$ cat src/lfr_defines.vh
// Constants shared by the firmware-memory read target and its testbench.
// Assumes it is included by bare name from every design file that needs it.
`ifndef LFR_DEFINES_VH
`define LFR_DEFINES_VH

// ----------------------------------------------------------------------------
// Cycle start codes and fixed nibbles
// ----------------------------------------------------------------------------
`define LFR_START_READ 4'hd
`define LFR_START_WRITE 4'he
`define LFR_NIB_ONES 4'hf
`define LFR_NIB_READY_SYNC 4'h0

// ----------------------------------------------------------------------------
// Size field codes
// ----------------------------------------------------------------------------
`define LFR_SIZE_1 4'h0
`define LFR_SIZE_2 4'h1
`define LFR_SIZE_4 4'h2
`define LFR_SIZE_16 4'h4
`define LFR_SIZE_128 4'h7

// ----------------------------------------------------------------------------
// Field layout
// ----------------------------------------------------------------------------
`define LFR_ADDR_NIBBLES 3'h7
`define LFR_ADDR_LAST 3'h6
`define LFR_ADDR_W 28
`define LFR_MEM_ADDR_W 21
`define LFR_ARRAY_SEL_BIT 22
`define LFR_ID_W 4

// ----------------------------------------------------------------------------
// Reset values of the synchronised pins
// ----------------------------------------------------------------------------
`define LFR_BUS_SYNC_INIT 6'h3f
`define LFR_PIN_SYNC_INIT 7'h03

`endif

$ cat src/lfr_sync.v
// Three-stage synchroniser with an agreement filter for pin inputs.
// Assumes the sampling clock is much faster than any pin change.
`timescale 1ns/1ps

module lfr_sync #(
   parameter W = 1,
   parameter [W-1:0] INIT = {W{1'b0}}
) (
   // Clock and reset
   input wire sys_clk,
   input wire rst,
   // Asynchronous pins
   input wire [W-1:0] d,
   // Filtered level
   output reg [W-1:0] q
);

   reg [W-1:0] stage1;
   reg [W-1:0] stage2;
   reg [W-1:0] stage3;
   integer i;

   // ----------------------------------------------------------------------------
   // Sampling chain and agreement filter
   // ----------------------------------------------------------------------------
   always @(posedge sys_clk)
   begin
      if (rst)
      begin
         stage1 <= INIT;
         stage2 <= INIT;
         stage3 <= INIT;
         q <= INIT;
      end
      else
      begin
         stage1 <= d;
         stage2 <= stage1;
         stage3 <= stage2;
         for (i = 0; i < W; i = i + 1)
         begin
            if (stage2[i] == stage3[i])
            begin
               q[i] <= stage3[i];
            end
         end
      end
   end

endmodule // lfr_sync

$ cat src/lfr_target.v
// Firmware-memory read target of a low-pin-count flash interface.
// Assumes the bus clock is far slower than sys_clk, and that the memory
// answers each byte request before the next bus clock edge.
`timescale 1ns/1ps
`include "lfr_defines.vh"

module lfr_target #(
   parameter ID_W = `LFR_ID_W,
   parameter MEM_ADDR_W = `LFR_MEM_ADDR_W
) (
   // System clock and reset
   input wire sys_clk,
   input wire rst,
   // Bus pins from the host
   input wire bus_clk,
   input wire bus_frame_n,
   input wire [3:0] bus_data_in,
   // Bus data drive, enable low while driving
   output reg [3:0] bus_data_out,
   output reg bus_data_oe_n,
   // Device pins
   input wire reset_n,
   input wire init_n,
   input wire protect_or_mode_pin_hv,
   input wire [ID_W-1:0] strap_select_id,
   // Internal engine state
   input wire program_busy,
   // Memory read port
   output reg mem_rd_req,
   output reg [MEM_ADDR_W-1:0] mem_addr,
   output reg mem_array_sel,
   input wire mem_rd_ack,
   input wire [7:0] mem_rd_data,
   // Status
   output reg auto_increment_program_mode,
   output reg standby,
   output reg cycle_active
);

   // ----------------------------------------------------------------------------
   // Cycle states
   // ----------------------------------------------------------------------------
   localparam ST_IDLE = 3'h0;
   localparam ST_START = 3'h1;
   localparam ST_ADDR = 3'h2;
   localparam ST_SIZE = 3'h3;
   localparam ST_TURN = 3'h4;
   localparam ST_SYNC = 3'h5;
   localparam ST_DATA = 3'h6;
   localparam ST_RELEASE = 3'h7;

   // ----------------------------------------------------------------------------
   // Helper functions
   // ----------------------------------------------------------------------------
   function read_size_ok;
      input [3:0] code;
      begin
         read_size_ok = (code == `LFR_SIZE_1) || (code == `LFR_SIZE_2) ||
                        (code == `LFR_SIZE_4) || (code == `LFR_SIZE_16) ||
                        (code == `LFR_SIZE_128);
      end
   endfunction

   function [MEM_ADDR_W-1:0] byte_addr;
      input [MEM_ADDR_W-1:0] base;
      input [3:0] code;
      input [6:0] idx;
      reg [MEM_ADDR_W-1:0] mask;
      begin
         mask = {MEM_ADDR_W{1'b1}} << code[2:0];
         byte_addr = (base & mask) | {{(MEM_ADDR_W-7){1'b0}}, idx};
      end
   endfunction

   // ----------------------------------------------------------------------------
   // Pin synchronisation
   // ----------------------------------------------------------------------------
   wire [5:0] bus_f;
   wire [ID_W+2:0] pin_f;
   wire bus_clk_f;
   wire frame_n_f;
   wire [3:0] data_f;
   wire reset_n_f;
   wire init_n_f;
   wire hv_f;
   wire [ID_W-1:0] id_f;

   lfr_sync #(
      .W(6),
      .INIT(`LFR_BUS_SYNC_INIT)
   ) u_bus_sync (
      .sys_clk(sys_clk),
      .rst(rst),
      .d({bus_data_in, bus_frame_n, bus_clk}),
      .q(bus_f)
   );

   lfr_sync #(
      .W(ID_W + 3),
      .INIT(`LFR_PIN_SYNC_INIT)
   ) u_pin_sync (
      .sys_clk(sys_clk),
      .rst(rst),
      .d({strap_select_id, protect_or_mode_pin_hv, init_n, reset_n}),
      .q(pin_f)
   );

   assign bus_clk_f = bus_f[0];
   assign frame_n_f = bus_f[1];
   assign data_f = bus_f[5:2];
   assign reset_n_f = pin_f[0];
   assign init_n_f = pin_f[1];
   assign hv_f = pin_f[2];
   assign id_f = pin_f[ID_W+2:3];

   // ----------------------------------------------------------------------------
   // Cycle state and datapath
   // ----------------------------------------------------------------------------
   reg bus_clk_prev;
   reg [2:0] state;
   reg [3:0] start_code;
   reg [`LFR_ADDR_W-1:0] addr;
   reg [2:0] addr_cnt;
   reg [3:0] size_code;
   reg [8:0] nib_cnt;
   reg [8:0] nib_total;
   reg [6:0] byte_idx;
   reg [7:0] data_byte;
   reg [3:0] hi_hold;

   wire bus_edge;
   wire hold_reset;
   wire [`LFR_ADDR_W-1:0] next_addr;

   assign bus_edge = bus_clk_f & ~bus_clk_prev;
   assign hold_reset = rst | ~reset_n_f | ~init_n_f | hv_f;
   assign next_addr = {addr[`LFR_ADDR_W-5:0], data_f};

   always @(posedge sys_clk)
   begin
      if (rst)
      begin
         bus_clk_prev <= 1'b1;
      end
      else
      begin
         bus_clk_prev <= bus_clk_f;
      end
   end

   always @(posedge sys_clk)
   begin
      if (hold_reset)
      begin
         state <= ST_IDLE;
         bus_data_out <= `LFR_NIB_ONES;
         bus_data_oe_n <= 1'b1;
         start_code <= 4'h0;
         addr <= {`LFR_ADDR_W{1'b0}};
         addr_cnt <= 3'h0;
         size_code <= 4'h0;
         nib_cnt <= 9'h000;
         nib_total <= 9'h000;
         byte_idx <= 7'h00;
         data_byte <= 8'h00;
         hi_hold <= 4'h0;
         mem_rd_req <= 1'b0;
         mem_addr <= {MEM_ADDR_W{1'b0}};
         mem_array_sel <= 1'b0;
      end
      else
      begin
         mem_rd_req <= 1'b0;
         if (mem_rd_ack)
         begin
            data_byte <= mem_rd_data;
         end
         if (bus_edge)
         begin
            if (!frame_n_f)
            begin
               state <= ST_START;
               start_code <= data_f;
               bus_data_oe_n <= 1'b1;
            end
            else
            begin
               case (state)
                  ST_START:
                  begin
                     if ((start_code == `LFR_START_READ) ||
                         (start_code == `LFR_START_WRITE))
                     begin
                        if (data_f == id_f)
                        begin
                           state <= ST_ADDR;
                           addr_cnt <= 3'h0;
                        end
                        else
                        begin
                           state <= ST_IDLE;
                        end
                     end
                     else
                     begin
                        state <= ST_IDLE;
                     end
                  end
                  ST_ADDR:
                  begin
                     addr <= next_addr;
                     if (addr_cnt == `LFR_ADDR_LAST)
                     begin
                        state <= ST_SIZE;
                     end
                     else
                     begin
                        addr_cnt <= addr_cnt + 3'h1;
                     end
                  end
                  ST_SIZE:
                  begin
                     if ((start_code == `LFR_START_READ) && read_size_ok(data_f))
                     begin
                        state <= ST_TURN;
                        size_code <= data_f;
                        nib_total <= 9'h002 << data_f[2:0];
                        byte_idx <= 7'h00;
                        mem_rd_req <= 1'b1;
                        mem_addr <= byte_addr(addr[MEM_ADDR_W-1:0], data_f, 7'h00);
                        mem_array_sel <= addr[`LFR_ARRAY_SEL_BIT];
                     end
                     else
                     begin
                        state <= ST_IDLE;
                     end
                  end
                  ST_TURN:
                  begin
                     bus_data_out <= `LFR_NIB_ONES;
                     bus_data_oe_n <= 1'b0;
                     state <= ST_SYNC;
                  end
                  ST_SYNC:
                  begin
                     bus_data_out <= `LFR_NIB_READY_SYNC;
                     nib_cnt <= 9'h000;
                     state <= ST_DATA;
                  end
                  ST_DATA:
                  begin
                     if (nib_cnt == nib_total)
                     begin
                        bus_data_out <= `LFR_NIB_ONES;
                        state <= ST_RELEASE;
                     end
                     else
                     begin
                        nib_cnt <= nib_cnt + 9'h001;
                        if (!nib_cnt[0])
                        begin
                           bus_data_out <= data_byte[3:0];
                           hi_hold <= data_byte[7:4];
                           if (nib_cnt + 9'h002 < nib_total)
                           begin
                              byte_idx <= byte_idx + 7'h01;
                              mem_rd_req <= 1'b1;
                              mem_addr <= byte_addr(addr[MEM_ADDR_W-1:0], size_code,
                                                    byte_idx + 7'h01);
                           end
                        end
                        else
                        begin
                           bus_data_out <= hi_hold;
                        end
                     end
                  end
                  ST_RELEASE:
                  begin
                     bus_data_oe_n <= 1'b1;
                     state <= ST_IDLE;
                  end
                  default:
                  begin
                     state <= ST_IDLE;
                  end
               endcase
            end
         end
      end
   end

   // ----------------------------------------------------------------------------
   // Status outputs
   // ----------------------------------------------------------------------------
   always @(posedge sys_clk)
   begin
      if (rst)
      begin
         auto_increment_program_mode <= 1'b0;
         standby <= 1'b0;
         cycle_active <= 1'b0;
      end
      else
      begin
         auto_increment_program_mode <= hv_f;
         standby <= (state == ST_IDLE) && frame_n_f && !program_busy;
         cycle_active <= (state != ST_IDLE);
      end
   end

endmodule // lfr_target

$ cat config.mk
export PLATFORM = sky130hd
export DESIGN_NAME = lfr_target
export DESIGN_NICKNAME = d
export VERILOG_FILES = /design/src/lfr_sync.v /design/src/lfr_target.v
export VERILOG_INCLUDE_DIRS = /design/src
export SDC_FILE = /design/constraint.sdc
export NUM_CORES = 1
export LEC_CHECK = 0
export ABC_AREA = 1
export BUFFER_PORTS_ARGS = -buffer_cell sky130_fd_sc_hd__buf_2
export CORE_UTILIZATION = 54
export DETAILED_ROUTE_END_ITERATION = 8
export PLACE_DENSITY = 0.73
export SLEW_MARGIN = 30
export SYNTH_ARGS = -nofsm -noshare
export SYNTH_HDL_FRONTEND = slang
export SYNTH_SLANG_ARGS = --single-unit
$ cat constraint.sdc
create_clock -name sys_clk -period 2.9 [get_ports sys_clk]
set_input_delay 0.29 -clock sys_clk [delete_from_list [all_inputs] [get_ports sys_clk]]
set_output_delay 0.29 -clock sys_clk [all_outputs]
set_load 0.01 [all_outputs]
==> reports/qor.txt <==
status -> finished clean
switch share -> 0.200
Num CTS Buffers -> 17
Final Max Tran Viols -> 0
DRT antenna net count -> 0
CTS Sinks -> 155
worst hold path depth -> 2
f_max -> 385 MHz
final setup fails -> 0
Area Overhead vs Synth -> 14.4%
R2R depth -> 16
Gate power share -> 0.021
synth warn -> 0
utilization after layout -> 0.645
max cap viols -> 0
Netlist cell types -> 36
critical path depth -> 16
sequential share of power -> 0.476
Pleak -> 3.56 nW
arrival time of the worst setup path -> 2900 ps
htree depth -> 4
worst hold slack -> 53.1 ps
Internal -> 3.65 mW
Slew @ Worst Pin -> 700 ps
synthesized area -> 6570 um2
via count -> 5439
Tot GR Track Use -> 0.229
Seq/Total Area, Yosys -> 0.472
initial antenna violation count -> 0
CTS tree -> yes
buffers and inverters on the worst path -> 2
crit share post-route -> 0.895
clock root buffer -> clkbuf_16
Die W -> 112 um
delay-heaviest family, CP -> simple AND/OR/NAND/NOR gates
# DRC -> 0
Layout Cells excl Fill -> 1099
Die Area -> 12600 um2
cell breakdown of the critical path -> ha_2, nand3_1, nor2_1, xor2_1, ha_1, nand2_1, inv_1, nand2_1, nand3_1, nor2_1, nand2_1, nand2_1, nand4_2, buf_6, nor2_1, nor2_1
crit end category -> flop
max_slew headroom -> 0.530
synthesized instance count -> 902
DR pass1 iterations -> 5
total core area -> 11700 um2
Psw -> 0.910 mW
global-route wire length before repair -> 23.2 mm
Yosys top cell area share -> 0.472
critical path class -> reg -> reg
Finished Cell Area -> 7520 um2
postcts setup bufs -> 0
DP Wirelength -> 9.04 mm
HP Class -> in -> reg
# placed instances -> 1070
PortBufs -> 55
Tmin final -> 2590 ps
Fin Clk Skew -> 6.29 ps
final hold viol count -> 0
Iteration-0 DRC Markers -> 325
pre-CTS setup slack -> 268 ps
Top Usage Layer GRT -> met2
vias in the first global route -> 5134
initial core utilization -> 0.564
final setup margin -> 305 ps
cts hold-fix bufs -> 0
Clk Latency, worst-skew pair -> 410 ps
Vias/cell -> 4.95
Worst path slowest cell -> dfxtp_1
power per cell area -> 607 nW/um2
Pwr Total -> 4.56 mW
placed inst area -> 6890 um2
top post-synthesis cells by area -> dfxtp_1 (47%), nand2_1 (10%), nor2_1 (9.8%)
Clock power frac -> 0.503
GR Overflow Total -> 0
CP max FO -> 48
Avg Cell Area, Syn -> 7.29 um2
share of layout cells above drive strength 1 -> 0.149
Die Span Y -> 112 um
CTS Buffer Depth -> 2
# rows -> 39
max incr delay on CP -> 420 ps
Reg clk slew, reported paths -> 60 ps
Synthesized Nets -> 940
total negative slack -> 0 ps
RSZ-0062 raised after global routing -> no
met3 Track Usage GR -> 0.0578
Nets -> 984
WL final -> 13.2 mm
routability cong. -> 0.868
Yosys reg bits -> 155
Setup crit start kind -> flop
met2 Resource Use GR -> 0.373
IO Count -> 56
Avg WL per Cell -> 12.0 um
Post-CTS Resized -> 0
Ant. Diodes -> 0
area leader, netlist -> dfxtp_1
largest net degree at the start of global routing -> 61
GR Util met1 -> 0.303
Max VDD drop -> 524 uV
Req. time, crit path -> 3210 ps
state kept, by name, indices dropped and copies added, names as in the netlist, 7 cells and up:
signal,flops
byte_idx,7
addr,22
u_pin_sync.q,7
data_byte,8
nib_cnt,9
u_pin_sync.stage3,7
u_pin_sync.stage2,7
nib_total,8
u_pin_sync.stage1,7
mem_addr,21
synthesized netlist by cell type:
| master | number |
|---|---|
| nand2_1 | 175 |
| nor2_1 | 172 |
| dfxtp_1 | 155 |
| inv_1 | 97 |
| a21oi_1 | 62 |
| o21ai_0 | 58 |
| nand3_1 | 36 |
| or2_2 | 27 |
| clkbuf_1 | 19 |
| ha_1 | 13 |
| nor3_1 | 12 |
| xor2_1 | 12 |
| buf_2 | 8 |
| inv_2 | 8 |
| buf_6 | 5 |
| nand4_1 | 5 |
| nor2_2 | 4 |
| o211ai_1 | 4 |
| o21ai_1 | 4 |
| a31oi_1 | 3 |
| buf_4 | 3 |
| nor3_2 | 3 |
| xnor2_1 | 3 |
| buf_1 | 2 |
| a211oi_1 | 1 |
| a21oi_2 | 1 |
| clkinv_1 | 1 |
| clkinv_2 | 1 |
| inv_4 | 1 |
| nand2_2 | 1 |
| nand2_4 | 1 |
| nand3_4 | 1 |
| nand4_2 | 1 |
| nand4_4 | 1 |
| o311ai_0 | 1 |
| o31ai_1 | 1 |
kinds of logic (layout without fill, tap and decap cells):
group,count (synthesis),count (layout),synth area share
simple gates,439,439,0.284
fa+ha+maj,13,13,0.0247
compound gates,135,135,0.107
buf+inv,145,199,0.0923
xor+xnor,15,15,0.0200
flops,155,155,0.472
area by class of cell:
class / instances / area [um2]
clock buffer: 19 / 443
clock inverter: 10 / 168
fill: 1059 / 4150
inverter: 108 / 409
multi-input combinational: 602 / 2870
sequential: 155 / 3100
tap: 143 / 179
timing repair buffer: 62 / 344
cells in the final DEF, fill, tap and decap left out, types with 2 or more instances in the layout:
cell type / instances
nor2_1: 172
inv_1: 97
dfxtp_1: 154
nand4_1: 5
clkinv_4: 3
o21ai_0: 58
xnor2_1: 3
or2_2: 27
clkbuf_16: 17
bufinv_16: 4
clkinv_2: 2
nand2_1: 175
nand3_1: 36
buf_4: 5
nor3_2: 3
nor2_2: 3
o21ai_1: 4
ha_1: 12
o211ai_1: 4
xor2_1: 12
buf_2: 55
inv_2: 8
a31oi_1: 3
nor3_1: 12
a21oi_1: 62
power groups by stage:
stage,sequential [mW],combinational (mW),clock [mW]
floorplan,2.21,0.0641,0
global placement,2.22,0.0973,0
detailed placement,2.22,0.0987,0
CTS,2.17,0.0993,2.33
global route,2.17,0.112,2.44
finish,2.17,0.0973,2.29
final timing paths:
check | startpoint | endpoint | slack [ps]
worst min register to register | u_pin_sync.stage1[3]$_SDFF_PP0_ | u_pin_sync.stage2[3]$_SDFF_PP0_ | 400
worst max register to register | nib_cnt[2]$_SDFFE_PP0P_ | mem_addr[10]$_SDFFE_PP0P_ | 310
worst min-delay path | bus_data_in[3] | u_bus_sync.stage1[5]$_SDFF_PP1_ | 50
worst max-delay path | nib_cnt[2]$_SDFFE_PP0P_ | mem_addr[10]$_SDFFE_PP0P_ | 310
worst reg2reg max path, stage by stage, from the launching register on:
cell and delay [ps]:
dfxtp_1 420, ha_2 240, nand3_1 150, nor2_1 170
xor2_1 190, ha_1 260, nand2_1 90, inv_1 50
nand2_1 50, nand3_1 70, nor2_1 130, nand2_1 70
nand2_1 90, nand4_2 80, buf_6 220, nor2_1 180
nor2_1 60
metal layers:
layer | share of wire | vias to the layer above
li1 | - | 2908
met1 | 0.49 | 2424
met2 | 0.46 | 90
met3 | 0.037 | 17
met4 | 0.013 | 0
met5 | 0 | -
Power figures use the tool's default switching activity.
